===== src/rtl/ttc_pkg.sv =====
// Purpose: Constants, register map and carrier types for the three timer/counter unit
// Assumes: 8-bit register bus, one oscillator clock
// Notes:   Offsets are the printed register addresses
package ttc_pkg;
	// ************************************************************
	// Register offsets
	// ************************************************************
	localparam logic [11:0] TTC_OFF_CTRL01   = 12'h410;
	localparam logic [11:0] TTC_OFF_EXTSTAT  = 12'h411;
	localparam logic [11:0] TTC_OFF_T2CTRL   = 12'h418;
	localparam logic [11:0] TTC_OFF_T2MODE   = 12'h419;
	localparam logic [11:0] TTC_OFF_SYSCFG   = 12'h440;
	localparam logic [11:0] TTC_OFF_T0L      = 12'h450;
	localparam logic [11:0] TTC_OFF_T0H      = 12'h451;
	localparam logic [11:0] TTC_OFF_T1L      = 12'h452;
	localparam logic [11:0] TTC_OFF_T1H      = 12'h453;
	localparam logic [11:0] TTC_OFF_RL0L     = 12'h454;
	localparam logic [11:0] TTC_OFF_RL0H     = 12'h455;
	localparam logic [11:0] TTC_OFF_RL1L     = 12'h456;
	localparam logic [11:0] TTC_OFF_RL1H     = 12'h457;
	localparam logic [11:0] TTC_OFF_T2L      = 12'h458;
	localparam logic [11:0] TTC_OFF_T2H      = 12'h459;
	localparam logic [11:0] TTC_OFF_CAPL     = 12'h45A;
	localparam logic [11:0] TTC_OFF_CAPH     = 12'h45B;
	localparam logic [11:0] TTC_OFF_MODE01   = 12'h45C;
	// Bit address window of bit-addressable registers
	localparam logic [11:0] TTC_BIT_CTRL01   = 12'h280;
	localparam logic [11:0] TTC_BIT_EXTSTAT  = 12'h288;
	localparam logic [11:0] TTC_BIT_T2CTRL   = 12'h2C0;
	localparam logic [11:0] TTC_BIT_T2MODE   = 12'h2C8;
	// ************************************************************
	// Field positions and reset values
	// ************************************************************
	localparam int TTC_CTRL_TF1 = 7;
	localparam int TTC_CTRL_TR1 = 6;
	localparam int TTC_CTRL_TF0 = 5;
	localparam int TTC_CTRL_TR0 = 4;
	localparam int TTC_EXT_T1OE = 2;
	localparam int TTC_EXT_T0_OUTPUT_ENABLE = 0;
	localparam int TTC_T2C_TF2  = 7;
	localparam int TTC_T2C_TR2  = 2;
	localparam int TTC_T2C_CT   = 1;
	localparam int TTC_T2M_UPDOWN_COUNT_ENABLE = 0;
	localparam logic [7:0] TTC_RST_BYTE     = 8'h00;
	localparam logic [7:0] TTC_EXT_MASK     = 8'h05;
	localparam logic [7:0] TTC_T2MODE_MASK  = 8'h33;
	localparam logic [7:0] TTC_SYSCFG_MASK  = 8'h0F;
	// Prescale divisors selected by the two-bit field
	localparam logic [6:0] TTC_DIV_4  = 7'h04;
	localparam logic [6:0] TTC_DIV_16 = 7'h10;
	localparam logic [6:0] TTC_DIV_64 = 7'h40;
	// Phase of the 2-cycle sample toggle on which pins are sampled
	localparam logic       TTC_SAMPLE_EVERY_2 = 1'b1;
	// ************************************************************
	// Types
	// ************************************************************
	typedef enum logic [3:0] {
		TTC_M0_RELOAD16 = 4'h1,
		TTC_M1_COUNT16  = 4'h2,
		TTC_M2_RELOAD8  = 4'h4,
		TTC_M3_SPLIT    = 4'h8
	} ttc_mode_t;
	typedef struct packed {
		logic       gate;
		logic       counter_sel;
		logic [1:0] mode;
	} ttc_modegrp_t;
	typedef struct packed {
		logic        wr;
		logic        rd;
		logic        bit_op;
		logic [11:0] addr;
		logic [7:0]  wdata;
	} ttc_bus_req_t;
	// Turns the mode field into its one-hot state
	function automatic ttc_mode_t ttc_decode_mode(input logic [1:0] m);
		case (m)
			2'd0: return TTC_M0_RELOAD16;
			2'd1: return TTC_M1_COUNT16;
			2'd2: return TTC_M2_RELOAD8;
			default: return TTC_M3_SPLIT;
		endcase
	endfunction : ttc_decode_mode
endpackage : ttc_pkg


===== src/rtl/ttc_unit.sv =====
// Purpose: Three 16-bit timer/counters with shared prescaled tick and 8-bit register port
// Assumes: sys_clk_in is the oscillator; pins are asynchronous
// Notes:   Watchdog, serial ports, Timer 2 capture/baud logic sit elsewhere
// Overview of operation
// (RULE1) Two 16-bit up timers and a third 16-bit up/down timer.
// (RULE2) Each timer selects tick or external pin by its own select bit.
// (RULE3) Timers count up unless stated; counts readable anytime.
// (RULE4) Tick is oscillator divided by 4, 16 or 64 via prescale field.
// (RULE5) One prescale setting serves all timers and watchdog.
// (RULE6) Counter mode counts each falling edge on the timer's pin.
// (RULE7) Pins sampled every 2 oscillator cycles; detection within 4.
// (RULE8) Counter mode supports events up to one quarter oscillator rate.
// (RULE9) Pin source holds each level at least 2 oscillator cycles.
// (RULE10) Timers 0 and 1 have four modes from two-bit fields.
// (RULE11) Mode 0 is 16-bit auto-reload.
// (RULE12) Mode register holds gate, select, two mode bits per timer.
// (RULE13) Control register: overflow and run bits, external interrupt flags, reset 00.
// (RULE14) Extended status: timer 1 output enable bit 2, timer 0 bit 0.
// (RULE15) Timer 2 control holds flags, clock selects, enable, run, select.
// (RULE16) Timer 2 mode holds clock selects, output enable, up/down enable.
// (RULE17) Timer 2 capture register split high/low bytes, reset zero.
// (RULE18) Byte bus: wide write stores low byte, wide read upper undefined.
// (RULE19) Unimplemented bits reset to 0; software writes zeros.
// (RULE20) Control and status registers support single-bit access.
// (RULE21) Mode 0 high overflow sets flag and reloads both bytes.
// (RULE22) Mode 2 low byte overflows, sets flag, reloads low byte only.
// (RULE23) Mode 3: timer 1 holds, timer 0 splits; high half uses timer 1 bits.
module ttc_unit
	import ttc_pkg::*;
(
	// Clock and reset
	input  wire logic        sys_clk_in,
	input  wire logic        rst_in,
	// Register port
	input  wire ttc_bus_req_t bus_req_in,
	output logic [15:0]      bus_rdata_out,
	// External pins
	input  wire logic [2:0]  ext_count_in,
	input  wire logic [1:0]  ext_int_in,
	// Status to the core
	output logic             tick_out,
	output logic [2:0]       overflow_out
);
	// ************************************************************
	// Pin synchronisers and sampling
	// ************************************************************
	logic [2:0] pin_s1_r, pin_s2_r, pin_smp_r;
	logic [1:0] int_s1_r, int_s2_r, int_prev_r;
	logic       phase_r;
	logic [2:0] pin_fall;
	logic [1:0] int_fall;
	// Two flops before anything looks at a pin
	always_ff @(posedge sys_clk_in or posedge rst_in) begin
		if (rst_in) begin
			pin_s1_r <= 3'h7;
			pin_s2_r <= 3'h7;
			int_s1_r <= 2'h3;
			int_s2_r <= 2'h3;
		end else begin
			pin_s1_r <= ext_count_in;
			pin_s2_r <= pin_s1_r;
			int_s1_r <= ext_int_in;
			int_s2_r <= int_s1_r;
		end
	end
	// Sample every second cycle; a 2-cycle level is always caught
	always_ff @(posedge sys_clk_in or posedge rst_in) begin
		if (rst_in) begin
			phase_r   <= 1'b0;
			pin_smp_r <= 3'h7;
			int_prev_r <= 2'h3;
		end else begin
			phase_r <= ~phase_r;
			if (phase_r == TTC_SAMPLE_EVERY_2)
				pin_smp_r <= pin_s2_r; // RULE7 RULE9
			int_prev_r <= int_s2_r;
		end
	end
	assign pin_fall = {3{phase_r}} & pin_smp_r & ~pin_s2_r; // RULE6 RULE8
	assign int_fall = int_prev_r & ~int_s2_r;
	// ************************************************************
	// Registers
	// ************************************************************
	logic [7:0] ctrl01_r, extstat_r, t2ctrl_r, t2mode_r, syscfg_r, mode01_r;
	logic [7:0] t0l_r, t0h_r, t1l_r, t1h_r, t2l_r, t2h_r, capl_r, caph_r;
	logic [7:0] rl0l_r, rl0h_r, rl1l_r, rl1h_r;
	logic [6:0] pre_cnt_r;
	logic       tick;
	ttc_modegrp_t grp0, grp1;
	ttc_mode_t    mode0, mode1;
	assign grp0  = mode01_r[3:0]; // RULE12
	assign grp1  = mode01_r[7:4];
	assign mode0 = ttc_decode_mode(grp0.mode); // RULE10
	assign mode1 = ttc_decode_mode(grp1.mode);
	// Full-byte write strobe for one address
	function automatic logic wr_hit(input ttc_bus_req_t r, input logic [11:0] a);
		return r.wr && !r.bit_op && (r.addr == a);
	endfunction : wr_hit
	// Merge a bit write into a byte when the bit address falls in its window
	function automatic logic [7:0] bit_merge(input ttc_bus_req_t r, input logic [11:0] base,
		input logic [7:0] cur, output logic hit);
		logic [7:0] v;
		v = cur;
		hit = r.wr && r.bit_op && (r.addr[11:3] == base[11:3]);
		if (hit)
			v[r.addr[2:0]] = r.wdata[0];
		return v;
	endfunction : bit_merge
	// ************************************************************
	// Prescaler: single shared divider
	// ************************************************************
	logic [6:0] div_sel;
	always_comb begin
		case (syscfg_r[3:2]) // RULE4
			2'd1:    div_sel = TTC_DIV_16;
			2'd2:    div_sel = TTC_DIV_64;
			default: div_sel = TTC_DIV_4;
		endcase
	end
	always_ff @(posedge sys_clk_in or posedge rst_in) begin
		if (rst_in)
			pre_cnt_r <= 7'h00;
		else if (pre_cnt_r >= div_sel - 7'h01)
			pre_cnt_r <= 7'h00;
		else
			pre_cnt_r <= pre_cnt_r + 7'h01;
	end
	assign tick = (pre_cnt_r >= div_sel - 7'h01); // RULE5
	assign tick_out = tick;
	// ************************************************************
	// Count enables
	// ************************************************************
	logic inc0, inc1, inc0h, inc2;
	logic run0, run1;
	assign run0 = ctrl01_r[TTC_CTRL_TR0] && (!grp0.gate || int_s2_r[0]);
	assign run1 = ctrl01_r[TTC_CTRL_TR1] && (!grp1.gate || int_s2_r[1]);
	assign inc0  = run0 && (grp0.counter_sel ? pin_fall[0] : tick); // RULE2
	assign inc1  = run1 && (mode1 != TTC_M3_SPLIT) && (grp1.counter_sel ? pin_fall[1] : tick); // RULE23
	assign inc0h = ctrl01_r[TTC_CTRL_TR1] && tick; // RULE23
	assign inc2  = t2ctrl_r[TTC_T2C_TR2] && (t2ctrl_r[TTC_T2C_CT] ? pin_fall[2] : tick);
	// ************************************************************
	// Timer 0/1 next counts
	// ************************************************************
	logic [7:0] n0l, n0h, n1l, n1h;
	logic       ovf0, ovf1, ovf0h;
	always_comb begin
		n0l = t0l_r; n0h = t0h_r; ovf0 = 1'b0; ovf0h = 1'b0;
		if (inc0) begin
			case (mode0)
				TTC_M0_RELOAD16: begin
					{n0h, n0l} = {t0h_r, t0l_r} + 16'h0001; // RULE3
					if ({t0h_r, t0l_r} == 16'hFFFF) begin
						ovf0 = 1'b1;
						{n0h, n0l} = {rl0h_r, rl0l_r}; // RULE11 RULE21
					end
				end
				TTC_M1_COUNT16: begin
					{n0h, n0l} = {t0h_r, t0l_r} + 16'h0001;
					ovf0 = ({t0h_r, t0l_r} == 16'hFFFF);
				end
				TTC_M2_RELOAD8: begin
					n0l = (t0l_r == 8'hFF) ? rl0l_r : t0l_r + 8'h01; // RULE22
					ovf0 = (t0l_r == 8'hFF);
				end
				default: begin
					n0l = t0l_r + 8'h01;
					ovf0 = (t0l_r == 8'hFF);
				end
			endcase
		end
		if (mode0 == TTC_M3_SPLIT && inc0h) begin
			n0h = t0h_r + 8'h01; // RULE23
			ovf0h = (t0h_r == 8'hFF);
		end
	end
	always_comb begin
		n1l = t1l_r; n1h = t1h_r; ovf1 = 1'b0;
		if (inc1) begin
			case (mode1)
				TTC_M0_RELOAD16: begin
					{n1h, n1l} = {t1h_r, t1l_r} + 16'h0001;
					if ({t1h_r, t1l_r} == 16'hFFFF) begin
						ovf1 = 1'b1;
						{n1h, n1l} = {rl1h_r, rl1l_r}; // RULE21
					end
				end
				TTC_M2_RELOAD8: begin
					n1l = (t1l_r == 8'hFF) ? rl1l_r : t1l_r + 8'h01; // RULE22
					ovf1 = (t1l_r == 8'hFF);
				end
				default: begin
					{n1h, n1l} = {t1h_r, t1l_r} + 16'h0001;
					ovf1 = ({t1h_r, t1l_r} == 16'hFFFF);
				end
			endcase
		end
	end
	// Timer 2: up, or down when up/down enable is set and the direction pin is low
	logic [15:0] n2;
	logic        ovf2, down2;
	assign down2 = t2mode_r[TTC_T2M_UPDOWN_COUNT_ENABLE] && !int_s2_r[1];
	always_comb begin
		n2 = {t2h_r, t2l_r}; ovf2 = 1'b0;
		if (inc2) begin
			if (down2) begin
				n2 = {t2h_r, t2l_r} - 16'h0001; // RULE1
				ovf2 = ({t2h_r, t2l_r} == 16'h0000);
			end else begin
				n2 = {t2h_r, t2l_r} + 16'h0001;
				ovf2 = ({t2h_r, t2l_r} == 16'hFFFF);
			end
		end
	end
	// ************************************************************
	// Flag events; an overflow wins over a clear in the same cycle
	// ************************************************************
	logic set_tf0, set_tf1, set_ie0, set_ie1;
	assign set_tf0 = ovf0 && !extstat_r[TTC_EXT_T0_OUTPUT_ENABLE];
	assign set_tf1 = (mode0 == TTC_M3_SPLIT ? ovf0h : ovf1) && !extstat_r[TTC_EXT_T1OE]; // RULE23
	assign set_ie0 = ctrl01_r[0] ? int_fall[0] : !int_s2_r[0];
	assign set_ie1 = ctrl01_r[2] ? int_fall[1] : !int_s2_r[1];
	logic [7:0] ctrl_w, ext_w, t2c_w, t2m_w;
	logic       hc, he, h2c, h2m;
	always_comb begin
		ctrl_w = bit_merge(bus_req_in, TTC_BIT_CTRL01, ctrl01_r, hc); // RULE20
		ext_w  = bit_merge(bus_req_in, TTC_BIT_EXTSTAT, extstat_r, he);
		t2c_w  = bit_merge(bus_req_in, TTC_BIT_T2CTRL, t2ctrl_r, h2c);
		t2m_w  = bit_merge(bus_req_in, TTC_BIT_T2MODE, t2mode_r, h2m);
		if (wr_hit(bus_req_in, TTC_OFF_CTRL01))  ctrl_w = bus_req_in.wdata; // RULE18
		if (wr_hit(bus_req_in, TTC_OFF_EXTSTAT)) ext_w  = bus_req_in.wdata;
		if (wr_hit(bus_req_in, TTC_OFF_T2CTRL))  t2c_w  = bus_req_in.wdata;
		if (wr_hit(bus_req_in, TTC_OFF_T2MODE))  t2m_w  = bus_req_in.wdata;
	end
	// Control and status registers
	always_ff @(posedge sys_clk_in or posedge rst_in) begin
		if (rst_in) begin
			ctrl01_r  <= TTC_RST_BYTE; // RULE13
			extstat_r <= TTC_RST_BYTE;
			t2ctrl_r  <= TTC_RST_BYTE;
			t2mode_r  <= TTC_RST_BYTE;
		end else begin
			ctrl01_r <= ctrl_w | {set_tf1, 1'b0, set_tf0, 1'b0, set_ie1, 1'b0, set_ie0, 1'b0}; // RULE13
			extstat_r <= ext_w & TTC_EXT_MASK; // RULE14 RULE19
			t2ctrl_r  <= t2c_w | {ovf2 && !t2mode_r[1], 7'h00}; // RULE15
			t2mode_r  <= t2m_w & TTC_T2MODE_MASK; // RULE16 RULE19
		end
	end
	// Configuration, reload and capture bytes
	always_ff @(posedge sys_clk_in or posedge rst_in) begin
		if (rst_in) begin
			syscfg_r <= TTC_RST_BYTE;
			mode01_r <= TTC_RST_BYTE;
			rl0l_r <= TTC_RST_BYTE; rl0h_r <= TTC_RST_BYTE;
			rl1l_r <= TTC_RST_BYTE; rl1h_r <= TTC_RST_BYTE;
			capl_r <= TTC_RST_BYTE; caph_r <= TTC_RST_BYTE; // RULE17
		end else begin
			if (wr_hit(bus_req_in, TTC_OFF_SYSCFG)) syscfg_r <= bus_req_in.wdata & TTC_SYSCFG_MASK;
			if (wr_hit(bus_req_in, TTC_OFF_MODE01)) mode01_r <= bus_req_in.wdata;
			if (wr_hit(bus_req_in, TTC_OFF_RL0L)) rl0l_r <= bus_req_in.wdata;
			if (wr_hit(bus_req_in, TTC_OFF_RL0H)) rl0h_r <= bus_req_in.wdata;
			if (wr_hit(bus_req_in, TTC_OFF_RL1L)) rl1l_r <= bus_req_in.wdata;
			if (wr_hit(bus_req_in, TTC_OFF_RL1H)) rl1h_r <= bus_req_in.wdata;
			if (wr_hit(bus_req_in, TTC_OFF_CAPL)) capl_r <= bus_req_in.wdata;
			if (wr_hit(bus_req_in, TTC_OFF_CAPH)) caph_r <= bus_req_in.wdata;
		end
	end
	// Count bytes; a software write takes priority over counting in that cycle
	always_ff @(posedge sys_clk_in or posedge rst_in) begin
		if (rst_in) begin
			t0l_r <= TTC_RST_BYTE; t0h_r <= TTC_RST_BYTE;
			t1l_r <= TTC_RST_BYTE; t1h_r <= TTC_RST_BYTE;
			t2l_r <= TTC_RST_BYTE; t2h_r <= TTC_RST_BYTE;
		end else begin
			t0l_r <= wr_hit(bus_req_in, TTC_OFF_T0L) ? bus_req_in.wdata : n0l;
			t0h_r <= wr_hit(bus_req_in, TTC_OFF_T0H) ? bus_req_in.wdata : n0h;
			t1l_r <= wr_hit(bus_req_in, TTC_OFF_T1L) ? bus_req_in.wdata : n1l;
			t1h_r <= wr_hit(bus_req_in, TTC_OFF_T1H) ? bus_req_in.wdata : n1h;
			t2l_r <= wr_hit(bus_req_in, TTC_OFF_T2L) ? bus_req_in.wdata : n2[7:0];
			t2h_r <= wr_hit(bus_req_in, TTC_OFF_T2H) ? bus_req_in.wdata : n2[15:8];
		end
	end
	// ************************************************************
	// Read path: registered, upper byte fixed at zero
	// ************************************************************
	logic [7:0] rd_byte;
	logic [7:0] rd_src;
	always_comb begin
		rd_byte = 8'h00;
		rd_src = 8'h00;
		if      (bus_req_in.addr[11:3] == TTC_BIT_CTRL01[11:3])  rd_src = ctrl01_r;
		else if (bus_req_in.addr[11:3] == TTC_BIT_EXTSTAT[11:3]) rd_src = extstat_r;
		else if (bus_req_in.addr[11:3] == TTC_BIT_T2CTRL[11:3])  rd_src = t2ctrl_r;
		else if (bus_req_in.addr[11:3] == TTC_BIT_T2MODE[11:3])  rd_src = t2mode_r;
		if (bus_req_in.bit_op) rd_byte = {7'h00, rd_src[bus_req_in.addr[2:0]]};
		else if (bus_req_in.addr == TTC_OFF_CTRL01)  rd_byte = ctrl01_r;
		else if (bus_req_in.addr == TTC_OFF_EXTSTAT) rd_byte = extstat_r;
		else if (bus_req_in.addr == TTC_OFF_T2CTRL)  rd_byte = t2ctrl_r;
		else if (bus_req_in.addr == TTC_OFF_T2MODE)  rd_byte = t2mode_r;
		else if (bus_req_in.addr == TTC_OFF_SYSCFG)  rd_byte = syscfg_r;
		else if (bus_req_in.addr == TTC_OFF_T0L)     rd_byte = t0l_r; // RULE3
		else if (bus_req_in.addr == TTC_OFF_T0H)     rd_byte = t0h_r;
		else if (bus_req_in.addr == TTC_OFF_T1L)     rd_byte = t1l_r;
		else if (bus_req_in.addr == TTC_OFF_T1H)     rd_byte = t1h_r;
		else if (bus_req_in.addr == TTC_OFF_RL0L)    rd_byte = rl0l_r;
		else if (bus_req_in.addr == TTC_OFF_RL0H)    rd_byte = rl0h_r;
		else if (bus_req_in.addr == TTC_OFF_RL1L)    rd_byte = rl1l_r;
		else if (bus_req_in.addr == TTC_OFF_RL1H)    rd_byte = rl1h_r;
		else if (bus_req_in.addr == TTC_OFF_T2L)     rd_byte = t2l_r;
		else if (bus_req_in.addr == TTC_OFF_T2H)     rd_byte = t2h_r;
		else if (bus_req_in.addr == TTC_OFF_CAPL)    rd_byte = capl_r;
		else if (bus_req_in.addr == TTC_OFF_CAPH)    rd_byte = caph_r;
		else if (bus_req_in.addr == TTC_OFF_MODE01)  rd_byte = mode01_r;
	end
	always_ff @(posedge sys_clk_in or posedge rst_in) begin
		if (rst_in)
			bus_rdata_out <= 16'h0000;
		else if (bus_req_in.rd)
			bus_rdata_out <= {8'h00, rd_byte}; // RULE18
	end
	always_ff @(posedge sys_clk_in or posedge rst_in) begin
		if (rst_in)
			overflow_out <= 3'h0;
		else
			overflow_out <= {ovf2, set_tf1, set_tf0};
	end
endmodule : ttc_unit


===== config.mk =====
export PLATFORM = sky130hd
export DESIGN_NAME = ttc_unit
export DESIGN_NICKNAME = d
export VERILOG_FILES = /design/src/rtl/ttc_pkg.sv /design/src/rtl/ttc_unit.sv
export SDC_FILE = /design/constraint.sdc
export NUM_CORES = 1
export LEC_CHECK = 0
export ABC_AREA = 0
export ABC_CLOCK_PERIOD_IN_PS = 6200
export BUFFER_PORTS_ARGS = -buffer_cell sky130_fd_sc_hd__buf_2
export CAP_MARGIN = 30
export CORE_ASPECT_RATIO = 1.75
export CORE_MARGIN = 2
export CORE_UTILIZATION = 55
export CTS_BUF_LIST = sky130_fd_sc_hd__clkbuf_16
export DETAILED_ROUTE_END_ITERATION = 12
export PLACE_DENSITY = 0.73
export SLEW_MARGIN = 5
export SYNTH_ARGS = -nofsm -noshare
export SYNTH_HDL_FRONTEND = slang
export SYNTH_SLANG_ARGS = --single-unit

===== constraint.sdc =====
create_clock -name sys_clk_in -period 6.2 [get_ports sys_clk_in]
set_input_delay 0.62 -clock sys_clk_in [delete_from_list [all_inputs] [get_ports sys_clk_in]]
set_output_delay 0.62 -clock sys_clk_in [all_outputs]
set_load 0.005 [all_outputs]

Word level (Yosys, flattened, before mapping). Cells that the tools add are included.

$mul: 0. Bitwise gates (word level): 8. Magnitude comparators: 3. Equality and inequality tests: 42. Add/sub/neg operators: 9. Div/mod/pow operators: 0. Shift-type cells: 0. Mux-type cells: 81. Reduce and logical (&&, ||, !) cells: 61.

Operators by type and width (count): 2-to-1 mux 8 bit (43); == test 12 x 11 -> 1 bit, second input constant (18); adder 16 x 1 -> 16 bit, second input constant (3); == test 16 bit, second input constant (3); one-hot mux 8 bit (2 select lines) (3); logical AND 1 bit (37); == test 9 x 7 -> 1 bit, second input constant (4); bitwise mux 8 bit (4); 2-to-1 mux 16 bit (2); adder 8 x 1 -> 8 bit, second input constant (3); == test 8 bit, second input constant (3); one-hot mux 4 bit (3 select lines) (2); one-hot mux 8 bit (3 select lines) (1); 2-to-1 mux 6 bit (3); logical NOT 16 bit (1); OR 8 bit (2); subtractor 16 x 1 -> 16 bit, second input constant (1); 2-to-1 mux 1 bit (15); one-hot mux 7 bit (2 select lines) (1); nonzero test 2 bit (7); == test 4 x 1 -> 1 bit, second input constant (2); == test 4 x 3 -> 1 bit, second input constant (2); logical NOT 1 bit (8); adder 7 x 1 -> 7 bit, second input constant (1); other kinds (25) (35).

Memories kept: 0. Word-level logic and storage cells: 232. Input port bits: 30. Bits in writable memories: 0. ROM bits: 0. Flip-flop bits (word level): 164. Bits in latches: 0.

Logic depth before layout (Yosys ltp). Gate-level depths: netlist of the first run.

Depth in word-level cells: 20. Depth in mapped cells: 13. Mapped depth without buffers: 11.

Least setup slack after synthesis of the first run. No wires, ideal clock.

Path type: reg2reg. From: register int_s2_r[1]. To: register t2h_r[7]. Path buffers: 0. Arrival: 2.870 ns. Clock period less this slack: 2.952 ns. Cell stages (with the launch flop): 12. Setup slack: 3.248 ns. Path through: dfstp_2 nand2b_1 inv_1 ha_1 o21ai_0 a21oi_1 o31ai_2 a2111oi_1 o31ai_2 xnor2_1 or3_1 a31oi_1.

Word-level cells in the longest chain between the ends: 5.

RTL lines: start: declaration (RTL line ttc_unit.sv:48) `logic [1:0] int_s1_r, int_s2_r, int_prev_r;`; start signal: assignment (RTL line ttc_unit.sv:63) `int_s2_r <= int_s1_r;`; logical NOT 1 bit (RTL line ttc_unit.sv:201) `assign down2 = t2mode_r[TTC_T2M_UPDOWN_COUNT_ENABLE] && !int_s2_r[1];`; logical AND 1 bit (RTL line ttc_unit.sv:201); 2-to-1 mux 16 bit (RTL line ttc_unit.sv:205) `if (down2) begin`; 2-to-1 mux 16 bit (RTL line ttc_unit.sv:204) `if (inc2) begin`; 2-to-1 mux 8 bit (RTL line ttc_unit.sv:279) `t2h_r <= wr_hit(bus_req_in, TTC_OFF_T2H) ? bus_req_in.wdata : n2[15:8];`; end signal: assignment (RTL line ttc_unit.sv:279); end: declaration (RTL line ttc_unit.sv:85) `logic [7:0] t0l_r, t0h_r, t1l_r, t1h_r, t2l_r, t2h_r, capl_r, caph_r;`.

No other way between the ends. The select of a mux whose other input is x is not followed. A chain may end at the register's enable or synchronous reset.

Worst setup path after layout of the first run. Same ends and word-level chain as after synthesis.

==> run_results.csv, run 1 <==
group,metric,value,unit
flow_run,drv_cap,0,
critical_path,cp_data_required_time,6.57,ns
grt,grt_util_all_layers,0.3696,
critical_path,worstPathCellList,"nand2b_1 -> inv_1 -> ha_1 -> o21ai_0 -> o21ai_1 -> o31ai_2 -> a2111oi_1 -> o31ai_2 -> xnor2_1 -> or3_1 -> a31oi_1",
detailed_routing,routed.top_layer,"met5",
timing,fin_tns_setup,0,ns
detailed_routing,drt_wl_total,35760,um
power_and_ir_drop,powerDensity,241.1,mW/mm^2
grt,grt.overflow.total,0,
grt,grt_pass1_wl,54250,um
clock_network,cts_tree,"yes",
timing,min_period,3.537,ns
synth,ys_ff_latch,164,
clock_network,clock_sinks,164,
clock_network,ctsLongestPathBuffers,2,
detailed_routing,first_iter_violations,926,
clock_network,cts_buffers,17,
grt,antenna_found_initial,2,
power_and_ir_drop,ir_worst_vdd,0.0002474,V
clock_network,path_clk_slew,0.07,ns
synth,synth-edff-count,0,
placement,io_buffers,41,
timing,drv_slew,0,
timing,rsz0062_at_grt,"false",
synth,synth_area,0.01039,mm^2
outcome,status,"complete, no violations",
timing,worst_pin_slew,0.9791,ns
placement,dpl.hpwl,26220,um
critical_path,cp_max_fo,15,
finish,final_core_util,0.6091,
synth,ys.warnings.count,0,
detailed_routing,dr_wl_met2,17310,um
clock_network,ctsResizeCount,0,
finish,drive_above_1_share,0.1738,
floorplan,die_area,0.02005,mm^2
synth,async_flop_share,1.000,
clock_network,cts-root-buf,"clkbuf_16",
floorplan,dieWidth,107.9,um
detailed_routing,wl_per_cell,25.11,um
grt,first_global_vias,9220,
floorplan,die_y,185.8,um
critical_path,r2r_setup_slack,2.66,ns
timing,hold_violations,0,
detailed_routing,wl_met3,2565,um
timing,relSlewSlack,0.3449,
synth,ys.flop_type,"dfrtp_1",
finish,area_growth_syn_to_layout,8.910,%
worst_hold_path,hold_path.class,"in2reg",
critical_path,path_class,"reg2reg",
floorplan,row_count,66,
synth,synth.yosys.seq_area_share,0.3967,
finish,fillers,1633,
finish,layout.nets,1227,
grt,grt_max_degree,96,
synth,synth_cells,1161,
critical_path,cpMaxStageDelayCell,"dfstp_2",
floorplan,initial_utilization,0.5593,
detailed_routing,ant_nets,0,
timing,setup_viol,0,
clock_network,clock_latency,0.44,ns
clock_network,postCtsHoldBufs,0,
critical_path,cp_common_cell,"o31ai_2",
timing,fin_crit_sh,0.5704,
clock_network,cts_setup_buffers,0,
synth,syn_area_per_cell,8.950,um^2
power_and_ir_drop,p_leak,4.903,nW
detailed_routing,firstDrtPassIters,6,
placement,gp_congestion,1.071,
detailed_routing,viasPerCell,6.824,
detailed_routing,vias,9718,
critical_path,critPathLaunchType,"register",
critical_path,cp-end-kind,"register",
critical_path,worst_path_largest_cell_delay,0.60,ns
clock_network,htreeDepth,4,
floorplan,core,0.01858,mm^2
timing,finalClockSkew,0.009503,ns
detailed_routing,m1WireLength,12320,um
critical_path,worstPathArrival,3.90,ns
timing,max_freq,0.2828,GHz
synth,ys_types,84,
floorplan,ioPinCount,50,
detailed_routing,drc,0,
## flip-flops by register name, summed over array words and instances (netlist names), 3 cells and up
| register | count |
|---|---|
| t2ctrl_r | 8 |
| t2h_r | 8 |
| rl0l_r | 8 |
| t1h_r | 8 |
| t0l_r | 8 |
| t0h_r | 8 |
| capl_r | 8 |
| t2l_r | 8 |
| pre_cnt_r | 7 |
| pin_smp_r | 3 |
| caph_r | 8 |
| pin_s2_r | 3 |
| mode01_r | 8 |
| t2mode_r | 4 |
| syscfg_r | 4 |
| pin_s1_r | 3 |
| rl1l_r | 8 |
| rl1h_r | 8 |
| rl0h_r | 8 |
| t1l_r | 8 |
| ctrl01_r | 8 |
| overflow_out | 3 |
| bus_rdata_out | 8 |
## per-stage QoR
step,worst slack (ns),area [um^2],power [mW],hold WS (ns),cells
2_1_floorplan,1.172,10420,1.521,0.3452,1168
3_3_place_gp,2.713,10680,1.658,0.3454,1388
3_5_place_dp,2.699,10690,1.668,0.3472,1389
4_1_cts,2.674,11280,2.728,0.2658,1421
5_1_grt,2.440,11310,2.831,0.2644,1423
6_report,2.663,11320,2.729,0.2737,1424
## critical path, delay by kind of cell (launching register included)
family | cells | cell delay [ns]
compound gates | 6 | 1.36
buf+inv | 1 | 0.32
fa+ha+maj | 1 | 0.44
xor+xnor | 1 | 0.16
flops | 1 | 0.60
simple gates | 2 | 0.59
## final timing paths
kind | start | to | cells past startpoint
worst max-delay path | int_s2_r[1]$_DFF_PP1_ | t2h_r[7]$_DFFE_PP0P_ | 11
worst min-delay path | ext_int_in[0] | int_s1_r[0]$_DFF_PP1_ | 1
worst max register to register | int_s2_r[1]$_DFF_PP1_ | t2h_r[7]$_DFFE_PP0P_ | 11
worst min register to register | int_s1_r[0]$_DFF_PP1_ | int_s2_r[0]$_DFF_PP1_ | 0
max in group asynchronous | rst_in | int_prev_r[1]$_DFF_PP1_ | 4
min in group asynchronous | rst_in | caph_r[2]$_DFFE_PP0P_ | 2
## where the power goes
part	switching (mW)	leakage [nW]	internal (mW)
registers	0.0873	2.05	1.12
logic	0.277	2.57	0.169
clock network	0.443	0.290	0.628
total	0.807	4.90	1.92
## routing by layer
metal	up-vias	global-route usage
li1	4293	-
met1	4636	0.4030
met2	578	0.6136
met3	209	0.07248
met4	2	0.3041
met5	-	0
## layout make-up
| class | count | area, um^2 | share of cell area |
|---|---|---|---|
| well taps | 238 | 297.8 | 0.02631 |
| inverters | 43 | 166.4 | 0.01470 |
| diodes | 1 | 2.502 | 0.0002211 |
| multi-input cells | 896 | 5844 | 0.5164 |
| clock inverters | 15 | 165.2 | 0.01459 |
| repair buffers | 50 | 292.8 | 0.02587 |
| clock buffers | 17 | 425.4 | 0.03759 |
| flip-flops and latches | 164 | 4123 | 0.3643 |
## logic make-up (layout without fill, tap and decap cells)
kind of cell    count (synthesis)  in the layout  share of synthesized area
simple gates                  410            410                     0.1918
compound gates                338            338                     0.2072
flops                         164            164                     0.3967
buf+inv                       108            125                    0.04395
mux                            99             99                     0.1156
fa+ha+maj                      25             25                    0.03083
xor+xnor                       16             16                    0.01349
other cells                     1              9                  0.0003609
## cells in the mapped netlist, types with 4 or more instances
| cell type | instances | share of area |
|---|---|---|
| a211oi_1 | 24 | 0.017 |
| a21o_1 | 8 | 0.0058 |
| a21oi_1 | 101 | 0.049 |
| a221oi_1 | 7 | 0.0059 |
| a22o_1 | 4 | 0.0034 |
| a22oi_1 | 11 | 0.0079 |
| a31o_2 | 4 | 0.0034 |
| a31oi_1 | 11 | 0.0066 |
| and3_1 | 9 | 0.0054 |
| and4_1 | 4 | 0.0034 |
| buf_1 | 4 | 0.0014 |
| buf_2 | 17 | 0.0082 |
| buf_4 | 8 | 0.0058 |
| clkbuf_1 | 36 | 0.013 |
| dfrtp_1 | 149 | 0.36 |
| dfstp_2 | 15 | 0.038 |
| ha_1 | 24 | 0.029 |
| inv_1 | 42 | 0.015 |
| mux2_2 | 68 | 0.074 |
| mux2i_1 | 21 | 0.020 |
| mux4_2 | 10 | 0.022 |
| nand2_1 | 139 | 0.050 |
| nand2b_1 | 9 | 0.0054 |
| nand3_1 | 34 | 0.016 |
| nand4_1 | 17 | 0.010 |
| nor2_1 | 117 | 0.042 |
| nor2b_1 | 8 | 0.0048 |
| nor3_1 | 21 | 0.010 |
| nor3_2 | 4 | 0.0039 |
| nor3b_1 | 5 | 0.0036 |
| nor4_1 | 11 | 0.0066 |
| nor4_2 | 5 | 0.0060 |
| o211ai_1 | 12 | 0.0087 |
| o21a_1 | 7 | 0.0051 |
| o21ai_0 | 76 | 0.037 |
| o22ai_1 | 21 | 0.013 |
| o31ai_1 | 6 | 0.0043 |
| o32ai_1 | 4 | 0.0034 |
| or3_1 | 4 | 0.0024 |
| xnor2_1 | 10 | 0.0084 |
| xor2_1 | 6 | 0.0051 |
## layout by cell type (no fill, tap or decap), types with 7 or more instances in the layout
cell type,netlist,final
a31oi_1,11,10
a221oi_1,7,7
o21a_1,7,7
conb_1,1,8
clkbuf_16,0,17
nor4_1,11,11
mux2i_1,21,21
and3_1,9,9
o211ai_1,12,12
inv_1,42,41
mux4_2,10,10
buf_2,17,41
nand3_1,34,34
mux2_2,68,68
ha_1,24,24
a22oi_1,11,11
nor2b_1,8,8
a21o_1,8,8
nand2_1,139,139
dfstp_2,15,15
nor3_1,21,21
buf_4,8,8
a211oi_1,24,24
o21ai_0,76,76
nand4_1,17,17
o22ai_1,21,21
dfrtp_1,149,149
nand2b_1,9,9
xnor2_1,10,10
a21oi_1,101,101
nor2_1,117,117
(Power assumes the default switching activity.)
==> run 2: changes to the inputs <==
ABC_CLOCK_PERIOD_IN_PS = 3420   (was 6200)
clock period = 3.42 ns   (was 6.2 ns; I/O delays follow)
==> run 2 against run 1 <==
  * Flip-flop and latch count unchanged
  * Die area unchanged
  * Global-route usage fell by 0.066 points
  * Register-to-register slack got worse by 2.3 ns
  * Sequential share of layout area fell by 0.82 points
  * Count of clock-buffer cells in the layout unchanged
==> run_results.csv, run 2 (synthesized netlist as in run 1, its figures left out) <==
group,metric,value,unit
outcome,status,"complete, no violations",
timing,max_freq,0.3263,GHz
clock_network,clock_latency,0.43,ns
detailed_routing,ant_nets,0,
detailed_routing,drc,0,
timing,drv_slew,0,
critical_path,cp_data_required_time,3.77,ns
timing,fin_crit_sh,0.8960,
clock_network,cts-root-buf,"clkbuf_16",
clock_network,cts_tree,"yes",
grt,first_global_vias,9489,
timing,setup_viol,0,
critical_path,reg2reg_depth,11,
power_and_ir_drop,internal_power,3.561,mW
power_and_ir_drop,p_sw_frac,0.2868,
grt,grt_pass1_wl,54900,um
power_and_ir_drop,powerDensity,431.2,mW/mm^2
placement,io_buffers,41,
clock_network,clock_sinks,164,
critical_path,r2r_setup_slack,0.36,ns
power_and_ir_drop,p_switching,1.432,mW
critical_path,cp_max_fo,9,
floorplan,ioPinCount,50,
power_and_ir_drop,clockPowerShare,0.396,
clock_network,ctsLongestPathBuffers,2,
finish,final_common_cell,"dfrtp_1",
detailed_routing,drt_wl_total,36000,um
grt,antenna_found_initial,0,
critical_path,path_class,"reg2reg",
clock_network,htreeDepth,4,
grt,grt.overflow.total,0,
worst_hold_path,hold_end,"pin_s1_r[0]$_DFF_PP1_",
grt,grt_util_all_layers,0.3690,
worst_hold_path,hold_path.class,"in2reg",
floorplan,core,0.01858,mm^2
timing,worst_pin_slew,0.9971,ns
worst_hold_path,holdPathStages,1,
critical_path,reg2reg_to,"t2h_r[7]$_DFFE_PP0P_",
floorplan,row_count,66,
placement,gp_congestion,1.032,
floorplan,die_y,185.8,um
placement,dpl-instance-area,0.01093,mm^2
power_and_ir_drop,p_comb_frac,0.166,
floorplan,die_area,0.02005,mm^2
clock_network,cts_buffers,17,
clock_network,path_clk_slew,0.07,ns
timing,rsz0062_at_grt,"false",
clock_network,ctsResizeCount,0,
power_and_ir_drop,ir_worst_vdd,0.0002884,V
timing,fin_tns_setup,0,ns
finish,fin_area,0.01158,mm^2
power_and_ir_drop,p_leak,5.071,nW
grt,grt_max_degree,83,
finish,layout.nets,1260,
flow_run,drv_cap,0,
critical_path,critPathLaunchType,"register",
critical_path,cp-end-kind,"register",
critical_path,worstPathArrival,3.41,ns
finish,final_cell_mix,"dfrtp_1 (149), nand2_1 (139), nor2_1 (117)",
timing,min_period,3.064,ns
clock_network,cts_setup_buffers,0,
detailed_routing,wl_per_cell,24.73,um
detailed_routing,viasPerCell,6.696,
finish,n_antenna_cell,0,
clock_network,postCtsHoldBufs,4,
floorplan,dieWidth,107.9,um
finish,drive_above_1_share,0.1888,
timing,finalClockSkew,0.01013,ns
finish,area_growth_syn_to_layout,11.42,%
timing,hold_violations,0,
detailed_routing,first_iter_violations,1093,
detailed_routing,firstDrtPassIters,7,
placement,dpl.hpwl,26730,um
detailed_routing,vias,9749,
critical_path,r2r-start,"int_s2_r[1]$_DFF_PP1_",
floorplan,initial_utilization,0.5593,
timing,relSlewSlack,0.3292,
power_and_ir_drop,seqPwrFrac,0.439,
worst_hold_path,min_from,"ext_count_in[0]",
-- run 2: power by group through the flow --
| stage | logic, mW | registers [mW] | clock network, mW |
|---|---|---|---|
| 4_1_cts | 0.819 | 2.19 | 2.00 |
| 2_1_floorplan | 0.600 | 2.16 | 0 |
| 6_report | 0.826 | 2.19 | 1.98 |
| 5_1_grt | 0.912 | 2.20 | 2.08 |
| 3_5_place_dp | 0.811 | 2.22 | 0 |
| 3_3_place_gp | 0.792 | 2.22 | 0 |
-- run 2: cell type report --
| type | count | area (um^2) |
|---|---|---|
| clock buffer | 17 | 425.4 |
| clock inverter | 15 | 178.9 |
| fill | 1653 | 7003 |
| inverter | 43 | 165.2 |
| multi-input combinational | 896 | 5844 |
| sequential | 164 | 4123 |
| tap | 238 | 297.8 |
| timing repair buffer | 83 | 543.0 |
-- run 2: critical path: stages (launching register included) --
cell and delay (ns):
dfstp_2 0.55, nand2b_1 0.13, inv_1 0.16, ha_1 0.37, o21ai_0 0.12, o21ai_1 0.23
o31ai_2 0.11, a2111oi_1 0.52, o31ai_2 0.16, xnor2_1 0.15, or3_1 0.30, a31oi_1 0.19
-- run 2: per-stage QoR --
step	cells	power, mW	utilization	hold WS [ns]	setup WS, ns
floorplan	1168	2.758	-	0.3452	0.4683
global placement	1420	3.012	0.5884	0.3341	0.4556
detailed placement	1420	3.033	0.5884	0.3410	0.3710
CTS	1456	5.005	0.6231	0.001253	0.3415
global route	1456	5.190	0.6231	0.003746	0.1205
finish	1456	4.992	0.6231	0.008191	0.3558
-- run 2: worst max path at each step --
stage | startpoint | to | slack [ns] | cells past startpoint
global placement | int_s2_r[1]$_DFF_PP1_ | t2h_r[7]$_DFFE_PP0P_ | 0.46 | 11
floorplan | int_s2_r[1]$_DFF_PP1_ | t2h_r[7]$_DFFE_PP0P_ | 0.47 | 11
global route | int_s2_r[1]$_DFF_PP1_ | t2h_r[7]$_DFFE_PP0P_ | 0.12 | 11
detailed placement | int_s2_r[1]$_DFF_PP1_ | t2h_r[7]$_DFFE_PP0P_ | 0.37 | 11
CTS | int_s2_r[1]$_DFF_PP1_ | t2h_r[7]$_DFFE_PP0P_ | 0.34 | 11
finish | int_s2_r[1]$_DFF_PP1_ | t2h_r[7]$_DFFE_PP0P_ | 0.36 | 11
-- run 2: routing by layer --
metal	vias up	track usage	part of all wire	wire [um]
met2	542	0.6133	0.48	17220
met1	4657	0.4064	0.35	12530
met5	-	0	0	0
met4	0	0.3097	0.10	3670
li1	4351	-	-	-
met3	199	0.06057	0.072	2588
